[src/inc/lgbm_pkg.sv]
// constants and types for the luma gamma and brightness monitor
package lgbm_pkg;
    // ************************************************************
    // register map (serial port subaddresses)
    // ************************************************************
    localparam int          NPTS        = 7;
    localparam int          NGREG       = 14;
    localparam logic [5:0]  SUB_GAMMA0  = 6'h26;
    localparam logic [5:0]  SUB_NGREG   = 6'h0e;
    localparam logic [5:0]  SUB_BRIGHT  = 6'h34;
    localparam logic [5:0]  SUB_OCLK    = 6'h35;
    localparam logic [7:0]  OCLK_RESET  = 8'h70;
    localparam int          OCLK_EN_BIT = 1;
    localparam logic [7:0]  RD_UNMAPPED = 8'h00;
    // reset curve is the identity line through the seven points
    localparam logic [7:0]  GAMMA_RST [NPTS] = '{8'h20, 8'h40, 8'h60, 8'h80,
                                                 8'ha0, 8'hc0, 8'he0};

    // ************************************************************
    // curve knots
    // ************************************************************
    localparam logic [7:0]  FIX_Y0      = 8'h00;
    localparam logic [7:0]  FIX_Y16     = 8'h10;
    localparam logic [7:0]  FIX_Y240    = 8'hf0;
    localparam logic [7:0]  FIX_Y255    = 8'hff;
    localparam logic [7:0]  KX_0        = 8'h00;
    localparam logic [7:0]  KX_16       = 8'h10;
    localparam logic [7:0]  KX_32       = 8'h20;
    localparam logic [7:0]  KX_128      = 8'h80;
    localparam logic [7:0]  KX_224      = 8'he0;
    localparam logic [7:0]  KX_240      = 8'hf0;
    localparam logic [7:0]  KX_255      = 8'hff;
    localparam logic [3:0]  SEG_LOW0    = 4'h0;
    localparam logic [3:0]  SEG_LOW1    = 4'h1;
    localparam logic [3:0]  SEG_TOP     = 4'h8;
    localparam logic [3:0]  SEG_TAIL    = 4'h9;
    localparam int          SH_NARROW   = 4;
    localparam int          SH_WIDE     = 5;
    localparam int          MID_PT      = 3;

    // ************************************************************
    // brightness averager
    // ************************************************************
    localparam int          SUM_W       = 28;
    localparam int          CNT_W       = 20;
    localparam logic [2:0]  BIT_TOP     = 3'h7;
    localparam logic [2:0]  BIT_LAST    = 3'h0;
    localparam int          DIV_CYCLES  = 8;

    typedef enum logic {BR_IDLE, BR_DIV} lgbm_br_state_t;
endpackage : lgbm_pkg

[src/inc/lgbm_stream_if.sv]
// valid/ready pixel stream carrying one luma and one chroma byte
`timescale 1ns/1ps
interface lgbm_stream_if;
    logic       valid;
    logic       ready;
    logic [7:0] luma;
    logic [7:0] chroma;
    modport src (output valid, output luma, output chroma, input ready);
    modport snk (input valid, input luma, input chroma, output ready);
endinterface : lgbm_stream_if

[src/hw/lgbm_skid_buf.sv]
// two-entry skid buffer; every downstream output and up.ready come from flops
`timescale 1ns/1ps
module lgbm_skid_buf (
    input  wire logic   clk_in,
    input  wire logic   rstn_in,
    input  wire logic   ce_in,
    lgbm_stream_if.snk  up,
    lgbm_stream_if.src  dn
);
    logic       out_v_q;
    logic [7:0] out_l_q;
    logic [7:0] out_c_q;
    logic       sk_v_q;
    logic [7:0] sk_l_q;
    logic [7:0] sk_c_q;
    logic       rdy_q;
    wire        take     = up.valid & rdy_q;
    wire        slot_free = ~out_v_q | dn.ready;
    wire        to_skid  = take & ~slot_free;
    wire        sk_v_d   = slot_free ? 1'b0 : (sk_v_q | to_skid);

    assign up.ready  = rdy_q;
    assign dn.valid  = out_v_q;
    assign dn.luma   = out_l_q;
    assign dn.chroma = out_c_q;

    always_ff @(posedge clk_in) begin
        if (!rstn_in) begin
            out_v_q <= 1'b0;
            out_l_q <= 8'h00;
            out_c_q <= 8'h00;
            sk_v_q  <= 1'b0;
            sk_l_q  <= 8'h00;
            sk_c_q  <= 8'h00;
            rdy_q   <= 1'b0;
        end else if (ce_in) begin
            // a word in the skid always leaves before a new one is taken
            if (slot_free) begin
                out_v_q <= sk_v_q | take;
                out_l_q <= sk_v_q ? sk_l_q : up.luma;
                out_c_q <= sk_v_q ? sk_c_q : up.chroma;
            end
            if (to_skid) begin
                sk_l_q <= up.luma;
                sk_c_q <= up.chroma;
            end
            sk_v_q <= sk_v_d;
            rdy_q  <= ~sk_v_d;
        end
    end
endmodule : lgbm_skid_buf

[src/hw/lgbm_top.sv]
// luma gamma curve, per-field average brightness monitor and clock pin gate
`timescale 1ns/1ps
module lgbm_top (
    input  wire logic       clk_in,
    input  wire logic       rstn_in,
    input  wire logic       ce_in,
    input  wire logic       reg_wr_in,
    input  wire logic       reg_rd_in,
    input  wire logic [5:0] reg_subaddr_in,
    input  wire logic [7:0] reg_wdata_in,
    output logic      [7:0] reg_rdata_out,
    output logic            reg_rvalid_out,
    input  wire logic       pix_valid_in,
    output logic            pix_ready_out,
    input  wire logic [7:0] luma_in,
    input  wire logic [7:0] chroma_in,
    input  wire logic       active_in,
    input  wire logic       vsync_n_in,
    input  wire logic       curve_b_sel_in,
    output logic            pix_valid_out,
    input  wire logic       pix_ready_in,
    output logic      [7:0] luma_out,
    output logic      [7:0] chroma_out,
    input  wire logic       pll_disable_in,
    input  wire logic       oversample_en_in,
    input  wire logic       pll_clk54_in,
    output logic            pll_clock_pin_out
);
    // ************************************************************
    // register file
    // ************************************************************
    logic [7:0] gamma_q [lgbm_pkg::NGREG];
    logic [7:0] ocr_q;
    logic [7:0] bright_q;
    logic [7:0] rdata_q;
    logic       rvalid_q;

    wire [5:0] g_idx = reg_subaddr_in - lgbm_pkg::SUB_GAMMA0;
    wire       g_hit = (reg_subaddr_in >= lgbm_pkg::SUB_GAMMA0) && (g_idx < lgbm_pkg::SUB_NGREG);
    wire [7:0] rd_mux = g_hit ? gamma_q[g_idx[3:0]] :
                        (reg_subaddr_in == lgbm_pkg::SUB_BRIGHT) ? bright_q :
                        (reg_subaddr_in == lgbm_pkg::SUB_OCLK) ? ocr_q : lgbm_pkg::RD_UNMAPPED;
    wire       ocr_wr = reg_wr_in && (reg_subaddr_in == lgbm_pkg::SUB_OCLK);

    genvar gi;
    generate
        for (gi = 0; gi < lgbm_pkg::NGREG; gi++) begin : g_greg
            wire wr = reg_wr_in && g_hit && (g_idx == 6'(gi));
            always_ff @(posedge clk_in) begin
                if (!rstn_in) begin
                    gamma_q[gi] <= lgbm_pkg::GAMMA_RST[gi % lgbm_pkg::NPTS];
                end else if (ce_in && wr) begin
                    gamma_q[gi] <= reg_wdata_in;
                end
            end
        end
    endgenerate

    always_ff @(posedge clk_in) begin
        if (!rstn_in) begin
            ocr_q    <= lgbm_pkg::OCLK_RESET;
            rdata_q  <= 8'h00;
            rvalid_q <= 1'b0;
        end else if (ce_in) begin
            if (ocr_wr) begin
                ocr_q <= reg_wdata_in;
            end
            if (reg_rd_in) begin
                rdata_q <= rd_mux;
            end
            rvalid_q <= reg_rd_in;
        end
    end
    assign reg_rdata_out  = rdata_q;
    assign reg_rvalid_out = rvalid_q;

    // ************************************************************
    // gamma curve
    // ************************************************************
    // ten knots at x = 0,16,32,64..224,240; the 240..255 tail is fixed
    logic [7:0] knot_y [10];
    assign knot_y[0] = lgbm_pkg::FIX_Y0;
    assign knot_y[1] = lgbm_pkg::FIX_Y16;
    assign knot_y[9] = lgbm_pkg::FIX_Y240;
    generate
        for (gi = 0; gi < lgbm_pkg::NPTS; gi++) begin : g_knot
            // the select swaps whole curves, so the two never mix
            assign knot_y[gi + 2] = curve_b_sel_in ? gamma_q[gi + lgbm_pkg::NPTS]
                                                   : gamma_q[gi];
        end
    endgenerate

    wire [3:0] seg = (luma_in < lgbm_pkg::KX_16)  ? lgbm_pkg::SEG_LOW0 :
                     (luma_in < lgbm_pkg::KX_32)  ? lgbm_pkg::SEG_LOW1 :
                     (luma_in < lgbm_pkg::KX_224) ? ({1'b0, luma_in[7:5]} + 4'h1) :
                     (luma_in < lgbm_pkg::KX_240) ? lgbm_pkg::SEG_TOP : lgbm_pkg::SEG_TAIL;
    wire [7:0] x_lo = (seg == lgbm_pkg::SEG_LOW0) ? lgbm_pkg::KX_0 :
                      (seg == lgbm_pkg::SEG_LOW1) ? lgbm_pkg::KX_16 :
                      (seg == lgbm_pkg::SEG_TOP)  ? lgbm_pkg::KX_224 : {luma_in[7:5], 5'h00};
    wire       wide = (seg != lgbm_pkg::SEG_LOW0) && (seg != lgbm_pkg::SEG_LOW1) &&
                      (seg != lgbm_pkg::SEG_TOP);
    wire [3:0] seg_hi = (seg == lgbm_pkg::SEG_TAIL) ? seg : seg + 4'h1;
    wire [7:0] y_lo = knot_y[seg];
    wire [7:0] y_hi = knot_y[seg_hi];
    wire [7:0] dx   = luma_in - x_lo;
    wire signed [8:0]  dy   = $signed({1'b0, y_hi}) - $signed({1'b0, y_lo});
    wire signed [15:0] prod = dy * $signed({1'b0, dx[5:0]});
    wire signed [15:0] step = wide ? (prod >>> lgbm_pkg::SH_WIDE) : (prod >>> lgbm_pkg::SH_NARROW);
    // floor division keeps the result between the two knot values
    wire signed [15:0] y_int = $signed({8'h00, y_lo}) + step;
    wire [7:0] tail  = luma_in - lgbm_pkg::KX_240 + lgbm_pkg::FIX_Y240;
    wire [7:0] g_out = (seg == lgbm_pkg::SEG_TAIL) ? tail : y_int[7:0];

    lgbm_stream_if up_if ();
    lgbm_stream_if dn_if ();
    assign up_if.valid  = pix_valid_in;
    assign up_if.luma   = g_out;
    assign up_if.chroma = chroma_in;
    assign pix_ready_out = up_if.ready;
    assign dn_if.ready  = pix_ready_in;
    assign pix_valid_out = dn_if.valid;
    assign luma_out      = dn_if.luma;
    assign chroma_out    = dn_if.chroma;

    lgbm_skid_buf u_buf (
        .clk_in  (clk_in),
        .rstn_in (rstn_in),
        .ce_in   (ce_in),
        .up      (up_if.snk),
        .dn      (dn_if.src)
    );

    // ************************************************************
    // brightness monitor
    // ************************************************************
    lgbm_pkg::lgbm_br_state_t st_q;
    logic                      vs_q;
    logic [lgbm_pkg::SUM_W-1:0] sum_q;
    logic [lgbm_pkg::CNT_W-1:0] cnt_q;
    logic [lgbm_pkg::SUM_W-1:0] rem_q;
    logic [lgbm_pkg::CNT_W-1:0] dcnt_q;
    logic [7:0]                quo_q;
    logic [2:0]                bit_q;

    wire vs_fall = vs_q & ~vsync_n_in;
    wire acc     = pix_valid_in & pix_ready_out & active_in;
    wire [lgbm_pkg::SUM_W-1:0] acc_l = acc ? {20'h00000, luma_in} : '0;
    wire [lgbm_pkg::SUM_W-1:0] trial = {8'h00, dcnt_q} << bit_q;
    wire       ge    = (rem_q >= trial) && (dcnt_q != '0);
    wire [7:0] quo_d = quo_q | (ge ? (8'h01 << bit_q) : 8'h00);
    wire       done  = (st_q == lgbm_pkg::BR_DIV) && (bit_q == lgbm_pkg::BIT_LAST);

    // long division needs only eight steps since an average never exceeds 255
    always_ff @(posedge clk_in) begin
        if (!rstn_in) begin
            st_q <= lgbm_pkg::BR_IDLE;
            vs_q <= 1'b1;
            sum_q <= '0;
            cnt_q <= '0;
            rem_q <= '0;
            dcnt_q <= '0;
            quo_q <= 8'h00;
            bit_q <= lgbm_pkg::BIT_TOP;
            bright_q <= 8'h00;
        end else if (ce_in) begin
            vs_q <= vsync_n_in;
            if (vs_fall) begin
                rem_q  <= sum_q;
                dcnt_q <= cnt_q;
                sum_q  <= acc_l;
                cnt_q  <= {19'h0, acc};
                quo_q  <= 8'h00;
                bit_q  <= lgbm_pkg::BIT_TOP;
                st_q   <= lgbm_pkg::BR_DIV;
            end else begin
                sum_q <= sum_q + acc_l;
                cnt_q <= cnt_q + {19'h0, acc};
                case (st_q)
                    lgbm_pkg::BR_DIV: begin
                        rem_q <= ge ? rem_q - trial : rem_q;
                        quo_q <= quo_d;
                        bit_q <= bit_q - 3'h1;
                        if (done) begin
                            bright_q <= quo_d;
                            st_q     <= lgbm_pkg::BR_IDLE;
                        end
                    end
                    default: st_q <= lgbm_pkg::BR_IDLE;
                endcase
            end
        end
    end

    // ************************************************************
    // clock pin gate
    // ************************************************************
    logic pin_q;
    wire  pin_en = ocr_q[lgbm_pkg::OCLK_EN_BIT] & ~pll_disable_in & oversample_en_in;
    always_ff @(posedge clk_in) begin
        if (!rstn_in) begin
            pin_q <= 1'b0;
        end else if (ce_in) begin
            pin_q <= pin_en & pll_clk54_in;
        end
    end
    assign pll_clock_pin_out = pin_q;
endmodule : lgbm_top

[config.mk]
export PLATFORM = sky130hd
export DESIGN_NAME = lgbm_top
export DESIGN_NICKNAME = d
export VERILOG_FILES = /design/src/inc/lgbm_pkg.sv /design/src/inc/lgbm_stream_if.sv /design/src/hw/lgbm_skid_buf.sv /design/src/hw/lgbm_top.sv
export SDC_FILE = /design/constraint.sdc
export NUM_CORES = 1
export LEC_CHECK = 0
export BUFFER_PORTS_ARGS = -buffer_cell sky130_fd_sc_hd__buf_2
export CORE_ASPECT_RATIO = 1.25
export CORE_MARGIN = 1
export CORE_UTILIZATION = 51
export CTS_BUF_LIST = sky130_fd_sc_hd__clkbuf_8 sky130_fd_sc_hd__clkbuf_16
export DETAILED_ROUTE_END_ITERATION = 8
export GPL_TIMING_DRIVEN = 0
export PLACE_DENSITY = 0.66
export SYNTH_ARGS = -nofsm -noshare
export SYNTH_HDL_FRONTEND = slang
export SYNTH_SLANG_ARGS = --single-unit
[constraint.sdc]
create_clock -name clk_in -period 12.25 [get_ports clk_in]
set_input_delay 0.6125 -clock clk_in [delete_from_list [all_inputs] [get_ports clk_in]]
set_output_delay 0.6125 -clock clk_in [all_outputs]
set_load 0.1 [all_outputs]
==> reports/metrics.csv <==
metric,value,unit
root_buffer,clkbuf_16,
path_clk_slew,0.06,ns
avgRoutedWirePerCell,23.5,µm
synth_cell_types,78,
final_area,21500,µm²
rsz0062_at_grt,false,
yosysMostFrequentCell,nand2_1,
ir_worst_vdd,0.432,mV
pwr-share-clk,0.162,
clock_path_buffers,3,
clock_latency,0.60,ns
start_kind,primary input,
synth_common_cells,"277 x nand2_1, 170 x dfxtp_1, 126 x and2_1",
slowest_delay,0.69,ns
powerDensity,283,nW/µm²
dieArea,38900,µm²
synth.yosys.seq_area_share,0.348,
synth_async_sr_flop_share,0,
start_util,0.520,
place_area,20500,µm²
drtIter0Drc,1453,
swShare,0.451,
endpoint_kind,flip-flop,
hold_buffers,0,
antenna_found_initial,2,
grt_max_degree,17,
final_nets,2341,
port-buffer-count,67,
dp.cells,2631,
worstPathMaxFanout,11,
cp.arrival,12.02,ns
avgSynthCellArea,9.40,µm²
synth_nets,2230,
setup_ws,0.717,ns
max_freq,86.7,MHz
leakage,0.00875,µW
utilization,0.576,
cap_violations,0,
finalCriticalPeriod,11.53,ns
post-cts-setup-buffer-count,0,
chipHeight,220,µm
fin_cells,2689,
gp_congestion,0.976,
slew_viol_final,0,
fin_crit_sh,0.942,
netlist_area,19400,µm²
grt-ovfl-total,0,
hold_path_class,primary input to flip-flop,
vias,16600,
outcome,completed,
std_cell_rows,79,
synth-seq-cells,282,
route.detailed.drc,0,
rr_startpoint,gamma_q[4][0]$_SDFFCE_PN0P_,
die_w,177,µm
grt_pass1_wl,95.7,mm
slowest_stage,xnor2_2,
synth_ff_type,dfxtp_1,
p_seq_frac,0.174,
worst_ep_required_time,12.73,ns
crit_family,adder cells,
viasPerCell,6.17,
syn_inst,2067,
tritoncts,built,
io_pins,71,
syn2layout_area_growth,10.8,%
grtUsageTotal,0.328,
htreeDepth,1,
path_buf_inv,8,
antenna_left,0,
synth.top_cell.area_share,0.175,
routed_wl,63.1,mm
final_hold_viol_count,0,
numClockSinks,282,
synth_edf_count,112,
dp_hpwl,47.5,mm
worstSetupPathType,primary input to flip-flop,
skew,0.0173,ns
hold_start,chroma_in[1],
yosys_warnings,0,
pre_cts_slack,-0.0338,ns
total_power,6090,µW
comb_power_share,0.664,
dr.pass1.iters,6,
finalSetupViolations,0,
core,37400,µm²
synth.area.top_cells,"dfxtp_1 18%, edfxtp_1 17%, mux4_2 9.3%",
yosysTopAreaCell,dfxtp_1,
slew_headroom,0.0368,
grt_pass1_vias,16400,
diodes,0,
cts_made_buffers,31,
cellInternalPower,3340,µW
drive_gt1_frac,0.112,
p_switching,2750,µW
tightest_slew,1.44,ns
crit_start,luma_in[7],
-- final timing paths --
kind / cells past startpoint / endpoint / slack, ns
setup / recovery: 45 / u_buf.dn.luma[7]$_SDFFE_PN0P_ / 0.72
hold / removal: 3 / u_buf.sk_c_q[1]$_SDFFE_PN0P_ / 0.28
setup reg to reg: 36 / u_buf.dn.luma[7]$_SDFFE_PN0P_ / 2.90
hold reg to reg: 2 / u_buf.sk_c_q[6]$_SDFFE_PN0P_ / 0.47
-- tightest hold or removal path, delay by kind of cell --
family	cells	cell delay [ns]
and+or+nand+nor	1	0.04
AOI/OAI and AO/OA	1	0.06
buffers and inverters	1	0.10
-- stage by stage --
step / hold slack (ns) / setup TNS (ns)
2_1_floorplan: 0.436 / 0
3_3_place_gp: 0.449 / 0
3_5_place_dp: 0.457 / -0.0338
4_1_cts: 0.260 / 0
5_1_grt: 0.283 / 0
6_report: 0.282 / 0
-- what timing repair did --
item	CTS	global route
resized for setup	0	1
endpoints found under the setup margin	0	1
endpoints found under the hold margin	0	0
-- logic make-up (layout without fill, tap and decap cells) --
kind of cell,after synthesis,count (layout),synth area share
AND/OR/NAND/NOR,760,760,0.192
XOR/XNOR,74,74,0.0345
multiplexers,166,166,0.138
flip-flops,282,282,0.348
AO/OA/AOI/OAI,451,451,0.155
buffers and inverters,214,350,0.0424
adder cells (fa/ha/maj),120,120,0.0904
-- sequential cells by signal (all words and copies together) (netlist names), 3 cells and up --
name             cells
u_buf.sk_l_q         8
u_buf.dn.chroma      8
quo_q                8
ocr_q                8
sum_q               28
cnt_q               20
bit_q                3
dcnt_q              20
u_buf.dn.luma        8
gamma_q            112
bright_q             8
rem_q               28
reg_rdata_out        8
u_buf.sk_c_q         8
-- cell type report --
| type | count | area (µm²) |
|---|---|---|
| timing repair buffer | 78 | 437 |
| sequential | 282 | 6770 |
| fill | 3405 | 15800 |
| tap | 486 | 608 |
| clock buffer | 32 | 801 |
| buffer | 128 | 502 |
| multi-input combinational | 1571 | 11800 |
| inverter | 86 | 323 |
| clock inverter | 26 | 256 |
-- cell usage in the layout (no fill, tap or decap), drive strengths merged, types with 23 or more instances in the layout --
cell,Yosys,layout
nand2,277,277
a21boi,44,44
mux4,80,80
clkbuf,101,134
o21ai,107,107
o211a,47,47
xor2,35,35
nor2,117,117
or3,44,44
buf,27,104
nand4,23,23
mux2i,69,69
nor2b,44,44
xnor2,38,38
inv,85,92
and2,128,128
a21oi,118,118
edfxtp,112,112
nor3,23,23
nand3,42,42
ha,86,86
dfxtp,170,170
fa,34,34
o211ai,30,30
-- metal layers --
layer	vias up	GRT usage	wire length (µm)
met4	0	0.192	3930
met1	8067	0.375	23500
met5	-	0	0
li1	7669	-	-
met3	193	0.0381	3740
met2	653	0.588	31900
-- power by group through the flow --
| stage | clock network [µW] | registers, µW | logic [µW] |
|---|---|---|---|
| 5_1_grt | 1030 | 1060 | 4580 |
| 3_5_place_dp | 0 | 1080 | 3980 |
| 4_1_cts | 996 | 1060 | 4030 |
| 3_3_place_gp | 0 | 1080 | 3930 |
| 6_report | 985 | 1060 | 4040 |
| 2_1_floorplan | 0 | 1150 | 3130 |
Power figures use the tool's default switching activity.
